<file path="config.mk">
export PLATFORM = sky130hd
export DESIGN_NAME = camera_gpio_line_control
export DESIGN_NICKNAME = d
export VERILOG_FILES = /design/src/gpio_line_pkg.sv /design/src/line_filter.sv /design/src/camera_gpio_line_control.sv
export SDC_FILE = /design/constraint.sdc
export NUM_CORES = 1
export LEC_CHECK = 0
export BUFFER_PORTS_ARGS = -buffer_cell sky130_fd_sc_hd__buf_4
export CAP_MARGIN = 20
export CORE_ASPECT_RATIO = 0.8
export CORE_MARGIN = 3
export CORE_UTILIZATION = 65
export CTS_CLUSTER_DIAMETER = 40
export DETAILED_ROUTE_END_ITERATION = 8
export PLACE_DENSITY = 0.8
export SYNTH_ARGS = -nofsm -noshare
export SYNTH_HDL_FRONTEND = slang
export SYNTH_HIERARCHICAL = 1
export SYNTH_SLANG_ARGS = --single-unit
</file>
<file path="constraint.sdc">
create_clock -name clk_i -period 6 [get_ports clk_i]
set_input_delay 0.3 -clock clk_i [delete_from_list [all_inputs] [get_ports clk_i]]
set_output_delay 0.3 -clock clk_i [all_outputs]
set_load 0.02 [all_outputs]
</file>
<file path="src/gpio_line_pkg.sv">
// Behaviour
// - four lines, index picks the target
// - direction makes line input or output
// - per-line polarity flip inverts logic sense
// - selected line level reads back
// - all levels in one word, bit n
// - per-line filters, kind pick, microsecond width
// - deglitch accepts change after width persists
// - debounce passes first edge, then blocks
// - deglitch feeds debounce
// - source pick drives output lines
// - trigger wait high while trigger accepted
// - exposure active high while sensor exposes
// - soft bit pick and level set one bit
// - soft bits word reads/writes all bits
// - read-only circuit type per line
// - aux rail switch only where supported
// - logic block output latched while enabled
package gpio_line_pkg;
  localparam int          NUM_LINES      = 4;
  localparam int          CLK_MHZ        = 25;
  localparam int          CYC_PER_US     = CLK_MHZ;
  localparam int          WIDTH_US_BITS  = 16;
  localparam int          CNT_BITS       = 21;
  // register byte offsets
  localparam logic [7:0]  ADDR_INDEX     = 8'h00;
  localparam logic [7:0]  ADDR_LINE_CTRL = 8'h04;
  localparam logic [7:0]  ADDR_FILTER    = 8'h08;
  localparam logic [7:0]  ADDR_LEVEL_ALL = 8'h0C;
  localparam logic [7:0]  ADDR_SOFT_PICK = 8'h10;
  localparam logic [7:0]  ADDR_SOFT_ALL  = 8'h14;
  // line control field positions
  localparam int          LC_DIR_BIT     = 0;
  localparam int          LC_FLIP_BIT    = 1;
  localparam int          LC_RAIL_BIT    = 2;
  localparam int          LC_LEVEL_BIT   = 3;
  localparam int          LC_SRC_LSB     = 4;
  localparam int          LC_SEL_LSB     = 8;
  localparam int          LC_TYPE_LSB    = 12;
  // filter register fields
  localparam int          FL_KIND_BIT    = 16;
  // soft pick register fields
  localparam int          SP_LEVEL_BIT   = 2;
  // reset values
  localparam logic [15:0] WIDTH_RST      = 16'h0000;
  localparam logic [3:0]  SOFT_RST       = 4'h0;
  // circuit type codes
  localparam logic [1:0]  TYPE_TRISTATE  = 2'h0;
  localparam logic [1:0]  TYPE_OPTO      = 2'h1;
  localparam logic [1:0]  TYPE_OPEN_DRAIN = 2'h2;
  localparam logic [3:0]  RAIL_CAPABLE   = 4'h4;

  typedef enum logic [2:0] {
    SRC_LINE      = 3'h0,
    SRC_SOFT_BIT  = 3'h1,
    SRC_COUNTER   = 3'h2,
    SRC_LOGIC     = 3'h3,
    SRC_EXPOSURE  = 3'h4,
    SRC_TRIG_WAIT = 3'h5
  } drive_src_e;
endpackage

</file>
<file path="src/line_filter.sv">
`timescale 1ns/1ns
module line_filter (
  input  wire logic                               clk_i,   // clock
  input  wire logic                               rst_i,   // sync reset
  input  wire logic                               raw_i,   // sampled level
  input  wire logic [gpio_line_pkg::CNT_BITS-1:0] glitch_i, // deglitch count
  input  wire logic [gpio_line_pkg::CNT_BITS-1:0] bounce_i, // debounce count
  output logic                                    out_o    // filtered level
);
  logic                               glitch_ff;
  logic [gpio_line_pkg::CNT_BITS-1:0] gcnt_ff;
  logic                               stage1;
  logic [gpio_line_pkg::CNT_BITS-1:0] bcnt_ff;

  always_ff @(posedge clk_i) begin
    if (rst_i) begin
      glitch_ff <= 1'b0;
      gcnt_ff   <= '0;
    end else if (raw_i == glitch_ff) begin
      gcnt_ff <= '0;
    end else if (gcnt_ff + 1'b1 >= glitch_i) begin
      glitch_ff <= raw_i;
      gcnt_ff   <= '0;
    end else begin
      gcnt_ff <= gcnt_ff + 1'b1;
    end
  end

  assign stage1 = (glitch_i == '0) ? raw_i : glitch_ff;

  always_ff @(posedge clk_i) begin
    if (rst_i) begin
      out_o   <= 1'b0;
      bcnt_ff <= '0;
    end else if (bcnt_ff != '0) begin
      bcnt_ff <= bcnt_ff - 1'b1;
    end else if (stage1 != out_o) begin
      out_o   <= stage1;
      bcnt_ff <= bounce_i;
    end
  end
endmodule

</file>
<file path="src/camera_gpio_line_control.sv">
// Our own choices: register access over Wishbone and the placing of the registers.
`timescale 1ns/1ns
module camera_gpio_line_control (
  input  wire logic        clk_i,          // 25 MHz clock
  input  wire logic        rst_i,          // sync reset, high
  input  wire logic        wb_cyc_i,       // wishbone cycle
  input  wire logic        wb_stb_i,       // wishbone strobe
  input  wire logic        wb_we_i,        // write enable
  input  wire logic [7:0]  wb_adr_i,       // byte address
  input  wire logic [3:0]  wb_sel_i,       // byte lanes
  input  wire logic [31:0] wb_dat_i,       // write data
  output logic [31:0]      wb_dat_o,       // read data
  output logic             wb_ack_o,       // acknowledge
  input  wire logic [3:0]  pin_i,          // pin levels
  output logic [3:0]       pin_o,          // pin drive levels
  output logic [3:0]       pin_oe_o,       // pin drive enables
  output logic [3:0]       aux_rail_o,     // aux rail switches
  input  wire logic [1:0]  counter_act_i,  // counter active
  input  wire logic [1:0]  logic_val_i,    // logic block value
  input  wire logic [1:0]  logic_en_i,     // logic block enable
  input  wire logic        exposing_i,     // sensor exposing
  input  wire logic        trig_ready_i    // frame trigger accepted
);
  localparam int N = gpio_line_pkg::NUM_LINES;
  localparam int CB = gpio_line_pkg::CNT_BITS;

  logic [1:0]   pin_index_pick_ff;
  logic [N-1:0] pin_direction_ff;
  logic [N-1:0] pin_polarity_flip_ff;
  logic [N-1:0] aux_rail_switch_ff;
  logic [2:0]   output_drive_pick_ff [N];
  logic [1:0]   drive_sel_ff [N];
  logic         filter_kind_pick_ff;
  logic [15:0]  glitch_us_ff [N];
  logic [15:0]  bounce_us_ff [N];
  logic [1:0]   soft_bit_pick_ff;
  logic [3:0]   soft_bits_word_ff;
  logic [1:0]   logic_latch_ff;
  logic [N-1:0] filt_level;
  logic [N-1:0] line_level;
  logic [N-1:0] drive_val;
  logic [1:0]   circuit_type [N];
  logic         wr;
  logic         rd;
  logic [31:0]  nxt_rdata;
  logic [1:0]   idx;

  assign idx = pin_index_pick_ff;
  assign wr  = wb_cyc_i & wb_stb_i & wb_we_i & ~wb_ack_o;
  assign rd  = wb_cyc_i & wb_stb_i & ~wb_we_i & ~wb_ack_o;

  // one wait cycle; ack drops the cycle after
  always_ff @(posedge clk_i) begin
    if (rst_i) wb_ack_o <= 1'b0;
    else wb_ack_o <= wb_cyc_i & wb_stb_i & ~wb_ack_o;
  end

  always_ff @(posedge clk_i) begin
    if (rst_i) begin
      pin_index_pick_ff <= 2'h0;
    end else if (wr && wb_adr_i == gpio_line_pkg::ADDR_INDEX
                 && wb_sel_i[0]) begin
      pin_index_pick_ff <= wb_dat_i[1:0];
    end
  end

  // per-line control fields, applied to the indexed line
  always_ff @(posedge clk_i) begin
    if (rst_i) begin
      pin_direction_ff     <= '0;
      pin_polarity_flip_ff <= '0;
      aux_rail_switch_ff   <= '0;
      for (int i = 0; i < N; i++) begin
        output_drive_pick_ff[i] <= 3'h0;
        drive_sel_ff[i]         <= 2'h0;
      end
    end else if (wr && wb_adr_i == gpio_line_pkg::ADDR_LINE_CTRL) begin
      if (wb_sel_i[0]) begin
        pin_direction_ff[idx] <= wb_dat_i[gpio_line_pkg::LC_DIR_BIT];
        pin_polarity_flip_ff[idx] <= wb_dat_i[gpio_line_pkg::LC_FLIP_BIT];
        aux_rail_switch_ff[idx] <= wb_dat_i[gpio_line_pkg::LC_RAIL_BIT]
                                   & gpio_line_pkg::RAIL_CAPABLE[idx];
        output_drive_pick_ff[idx] <=
          wb_dat_i[gpio_line_pkg::LC_SRC_LSB +: 3];
      end
      if (wb_sel_i[1]) begin
        drive_sel_ff[idx] <= wb_dat_i[gpio_line_pkg::LC_SEL_LSB +: 2];
      end
    end
  end

  always_ff @(posedge clk_i) begin
    if (rst_i) begin
      filter_kind_pick_ff <= 1'b0;
      for (int i = 0; i < N; i++) begin
        glitch_us_ff[i] <= gpio_line_pkg::WIDTH_RST;
        bounce_us_ff[i] <= gpio_line_pkg::WIDTH_RST;
      end
    end else if (wr && wb_adr_i == gpio_line_pkg::ADDR_FILTER) begin
      if (wb_sel_i[2]) begin
        filter_kind_pick_ff <= wb_dat_i[gpio_line_pkg::FL_KIND_BIT];
      end
      if (wb_sel_i[1:0] == 2'h3) begin
        if (wb_sel_i[2] ? wb_dat_i[gpio_line_pkg::FL_KIND_BIT]
                        : filter_kind_pick_ff) begin
          bounce_us_ff[idx] <= wb_dat_i[15:0];
        end else begin
          glitch_us_ff[idx] <= wb_dat_i[15:0];
        end
      end
    end
  end

  always_ff @(posedge clk_i) begin
    if (rst_i) begin
      soft_bit_pick_ff  <= 2'h0;
      soft_bits_word_ff <= gpio_line_pkg::SOFT_RST;
    end else if (wr && wb_sel_i[0]) begin
      if (wb_adr_i == gpio_line_pkg::ADDR_SOFT_PICK) begin
        soft_bit_pick_ff <= wb_dat_i[1:0];
        soft_bits_word_ff[wb_dat_i[1:0]] <=
          wb_dat_i[gpio_line_pkg::SP_LEVEL_BIT];
      end else if (wb_adr_i == gpio_line_pkg::ADDR_SOFT_ALL) begin
        soft_bits_word_ff <= wb_dat_i[3:0];
      end
    end
  end

  always_ff @(posedge clk_i) begin
    if (rst_i) begin
      logic_latch_ff <= 2'h0;
    end else begin
      for (int i = 0; i < 2; i++) begin
        if (logic_en_i[i]) logic_latch_ff[i] <= logic_val_i[i];
      end
    end
  end

  genvar g;
  generate
    for (g = 0; g < N; g++) begin : g_line
      logic [CB-1:0] gcyc;
      logic [CB-1:0] bcyc;
      assign gcyc = CB'(glitch_us_ff[g] * gpio_line_pkg::CYC_PER_US);
      assign bcyc = CB'(bounce_us_ff[g] * gpio_line_pkg::CYC_PER_US);

      line_filter u_filt (
        .clk_i    (clk_i),
        .rst_i    (rst_i),
        .raw_i    (pin_i[g]),
        .glitch_i (gcyc),
        .bounce_i (bcyc),
        .out_o    (filt_level[g])
      );

      assign line_level[g] = pin_direction_ff[g]
                             ? drive_val[g]
                             : filt_level[g] ^ pin_polarity_flip_ff[g];

      always_comb begin
        unique case (output_drive_pick_ff[g])
          gpio_line_pkg::SRC_LINE:
            drive_val[g] = (drive_sel_ff[g] == 2'(g))
                           ? 1'b0
                           : filt_level[drive_sel_ff[g]]
                             ^ pin_polarity_flip_ff[drive_sel_ff[g]];
          gpio_line_pkg::SRC_SOFT_BIT:
            drive_val[g] = soft_bits_word_ff[drive_sel_ff[g]];
          gpio_line_pkg::SRC_COUNTER:
            drive_val[g] = counter_act_i[drive_sel_ff[g][0]];
          gpio_line_pkg::SRC_LOGIC:
            drive_val[g] = logic_latch_ff[drive_sel_ff[g][0]];
          gpio_line_pkg::SRC_EXPOSURE:
            drive_val[g] = exposing_i;
          gpio_line_pkg::SRC_TRIG_WAIT:
            drive_val[g] = trig_ready_i;
          default:
            drive_val[g] = 1'b0;
        endcase
      end

      assign circuit_type[g] = gpio_line_pkg::RAIL_CAPABLE[g]
                               ? gpio_line_pkg::TYPE_OPEN_DRAIN
                               : gpio_line_pkg::TYPE_TRISTATE;

      // open drain: drive low only when the value after the polarity flip is zero
      always_ff @(posedge clk_i) begin
        if (rst_i) begin
          pin_o[g]      <= 1'b0;
          pin_oe_o[g]   <= 1'b0;
          aux_rail_o[g] <= 1'b0;
        end else begin
          pin_o[g]      <= 1'b0;
          pin_oe_o[g]   <= pin_direction_ff[g]
                           & ~(drive_val[g] ^ pin_polarity_flip_ff[g]);
          aux_rail_o[g] <= aux_rail_switch_ff[g];
        end
      end
    end
  endgenerate

  always_comb begin
    nxt_rdata = 32'h0000_0000;
    unique case (wb_adr_i)
      gpio_line_pkg::ADDR_INDEX: nxt_rdata[1:0] = idx;
      gpio_line_pkg::ADDR_LINE_CTRL: begin
        nxt_rdata[gpio_line_pkg::LC_DIR_BIT]  = pin_direction_ff[idx];
        nxt_rdata[gpio_line_pkg::LC_FLIP_BIT] = pin_polarity_flip_ff[idx];
        nxt_rdata[gpio_line_pkg::LC_RAIL_BIT] = aux_rail_switch_ff[idx];
        nxt_rdata[gpio_line_pkg::LC_LEVEL_BIT] = line_level[idx];
        nxt_rdata[gpio_line_pkg::LC_SRC_LSB +: 3] =
          output_drive_pick_ff[idx];
        nxt_rdata[gpio_line_pkg::LC_SEL_LSB +: 2] = drive_sel_ff[idx];
        nxt_rdata[gpio_line_pkg::LC_TYPE_LSB +: 2] = circuit_type[idx];
      end
      gpio_line_pkg::ADDR_FILTER: begin
        nxt_rdata[gpio_line_pkg::FL_KIND_BIT] = filter_kind_pick_ff;
        nxt_rdata[15:0] = filter_kind_pick_ff ? bounce_us_ff[idx]
                                              : glitch_us_ff[idx];
      end
      gpio_line_pkg::ADDR_LEVEL_ALL: nxt_rdata[3:0] = line_level;
      gpio_line_pkg::ADDR_SOFT_PICK: begin
        nxt_rdata[1:0] = soft_bit_pick_ff;
        nxt_rdata[gpio_line_pkg::SP_LEVEL_BIT] =
          soft_bits_word_ff[soft_bit_pick_ff];
      end
      gpio_line_pkg::ADDR_SOFT_ALL: nxt_rdata[3:0] = soft_bits_word_ff;
      default: nxt_rdata = 32'h0000_0000;
    endcase
  end

  always_ff @(posedge clk_i) begin
    if (rst_i) wb_dat_o <= 32'h0000_0000;
    else if (rd) wb_dat_o <= nxt_rdata;
  end
endmodule

</file>
==> qor.yml <==
timing:
  finalHoldViolations: 0
  fmax_mhz: 177.5
  holdWs_ns: 0.03968
  rsz0062_at_grt: "no"
  setup-tns-final_ns: 0
  finalCriticalPeriod_ns: 5.635
  clock_skew_ns: 0.03016
  setup_viol: 0
  relSlewSlack_pct: 23.32
  worstMarginPinSlew_ns: 1.150
  drv_slew: 0
  period_share_pct: 93.92
global_routing:
  grt.overflow.total: 0
  grt.total_usage_pct: 30.91
  grt_pass1_wl_mm: 132.8
  antenna_found_initial: 2
  grt_pass1_vias: 24990
  grt_max_degree: 52
synthesis:
  ys_ff_latch: 375
  synth_xor_area_share_pct: 6.568
  syn_area_per_cell_um2: 9.279
  synth_ff_type: "dfxtp_1"
  netlist_area_um2: 33070
  yosysUniqueCellTypes: 94
  synth-compound-area-share_pct: 11.58
  synth_edf_count: 148
  yosysWarnings: 6
  synth_top_family_by_area: "adder cells"
  syn_inst: 3564
  synth-simple-area-share_pct: 17.31
  synth-adder-area-share_pct: 24.70
  yosysSeqAreaShare_pct: 27.18
  yosys-mux-area-fraction_pct: 4.487
  synthArstFlopShare_pct: 0
cells_and_area:
  area_growth_pct: 9.039
  final_cell_mix: "555 x inv_1, 512 x ha_1, 282 x nor2_1"
  fin_area_um2: 36060
  instances_no_fill: 4363
  final_common_cell: "inv_1"
  n_antenna_cell: 0
  drive_gt1_share_pct: 8.867
  nets: 4303
pwr:
  power_density_nw_per_um2: 275.4
  power.leakage_nw: 17.62
  ir_drop_v: 0.0002329
die:
  die_h_um: 207.7
  initial_core_util_pct: 66.19
  boundaryPins: 106
  fp.dieW_um: 258.2
  num_rows: 73
  dieArea_um2: 53640
  core-area_um2: 49960
worst_setup_path:
  worst-path-max-fanout: 14
  r2r_slack_ns: 0.36
  setup.worst_path.start: "glitch_us_ff[0][2]"
  critPathLaunchType: "flop"
  cp-end-kind: "flop"
  required_ns: 6.57
  worst_ep_arrival_time_ns: 6.20
  critPathKind: "reg2reg"
  r2r-start: "glitch_us_ff[0][2]"
run:
  drv_cap: 0
placed_design:
  post-place-cells: 4248
  gp_congestion: 0.9227
  placed_cell_area_um2: 34030
  dp_hpwl_mm: 64.05
  port_buffers: 70
routing:
  drtIter0Drc: 2320
  wl_per_cell_um: 19.26
  antenna_left: 0
  vias: 26220
  drc: 0
  dr.pass1.iters: 6
  route.final.wire_length_mm: 84.01
  viasPerCell: 6.009
status:
  status: "finished, final reports clean"
clocking:
  cts_sinks: 375
  clk_latency_ns: 0.63
  h-tree-depth: 2
  numCtsBuffers: 54
  path_clk_slew_ns: 0.06
  tritoncts: "yes"
  clk_path_buf_depth: 3
  clockRootBuffer: "clkbuf_16"
min_path:
  hold_path.class: "in2reg"
  hp-start: "wb_stb_i"
==> cell type report <==
cell class	count	area, um2
Sequential cell	375	8991
Inverter	559	2098
Fill cell	3639	13900
Clock inverter	40	427.9
Clock buffer	62	1444
Timing Repair Buffer	97	753.2
Multi-Input combinational cell	2555	21500
Tap cell	675	844.6
==> logic make-up (layout without fill, tap and decap cells) <==
| group | after synthesis | in the layout |
|---|---|---|
| simple gates | 1047 | 1047 |
| buf+inv | 655 | 758 |
| fa+ha+maj | 600 | 600 |
| xor+xnor | 248 | 248 |
| other cells | 1 | 19 |
| mux | 86 | 86 |
| flops | 375 | 375 |
| compound gates | 552 | 555 |
==> sequential cells by signal, summed over array words and instances, names as in the netlist, 8 cells and up, named ones only <==
register and flops:
bounce_us_ff 64, g_line.u_filt/gcnt_ff 84, drive_sel_ff 8, g_line.u_filt/bcnt_ff 84, glitch_us_ff 64, output_drive_pick_ff 12
wb_dat_o 17
==> final timing paths <==
kind              cells past startpoint                      endpoint
setup / recovery                     17  g_line[0].u_filt/bcnt_ff[15]
hold / removal                        3                      wb_ack_o
setup reg to reg                     17  g_line[0].u_filt/bcnt_ff[15]
hold reg to reg                       2                  wb_dat_o[16]
==> cell usage after synthesis, types with 59 or more instances <==
cell / n / area share (%)
edfxtp_1: 148 / 13
nor2b_1: 96 / 1.8
ha_1: 512 / 19
nor3_1: 96 / 1.5
xor2_1: 89 / 2.4
nand2_1: 141 / 1.6
fa_1: 88 / 5.3
a21oi_1: 122 / 1.8
inv_1: 555 / 6.3
nor2_1: 282 / 3.2
xnor2_1: 159 / 4.2
a21o_1: 59 / 1.3
o21ai_0: 86 / 1.3
dfxtp_1: 227 / 14
nand3_1: 96 / 1.5
==> worst max-delay path, cell delays in order, from the launching register on <==
cell and delay [ns]:
edfxtp_1 0.48, ha_1 0.34, ha_1 0.32, fa_1 0.46
ha_1 0.36, o21ai_0 0.18, o21bai_1 0.12, o311a_1 0.32
o31ai_1 0.49, o21bai_1 0.11, a21oi_1 0.19, xnor2_1 0.10
nor4_1 0.43, and4_1 0.30, o211ai_1 0.11, nand2_1 0.36
and3_1 0.64, a22o_1 0.25
==> repair_timing <==
| action | CTS | global route |
|---|---|---|
| hold buffers | 10 | 0 |
| endpoints found under the setup margin | 0 | 54 |
| gates resized for setup | 0 | 7 |
| setup buffers | 0 | 0 |
| endpoints found under the hold margin | 9 | 0 |
==> report_power, final <==
group	switching [mW]	total [mW]	internal, mW
clock	1.36	3.28	1.92
sequential	0.322	3.21	2.89
combinational	1.99	3.45	1.45
total	3.68	9.93	6.25
==> routing by layer <==
layer | GRT usage [%] | vias up | routed length (um) | part of all wire [%]
li1 | - | 12630 | - | -
met1 | 43.99 | 12230 | 36670 | 44
met2 | 45.71 | 1155 | 35310 | 42
met3 | 8.025 | 194 | 9006 | 11
met4 | 10.39 | 6 | 2924 | 3.5
met5 | 0.9857 | - | 103 | 0.12
==> metrics by stage <==
stage	utilization (%)	power, mW	setup slack, ns
global placement	68.12	6.501	0.2683
CTS	72.07	9.887	0.1381
global route	72.17	10.49	0.0009446
detailed placement	68.12	6.583	0.1881
finish	72.17	9.932	0.3650
floorplan	-	5.852	0.7038
No activity file was read; power rests on OpenSTA's default activity.
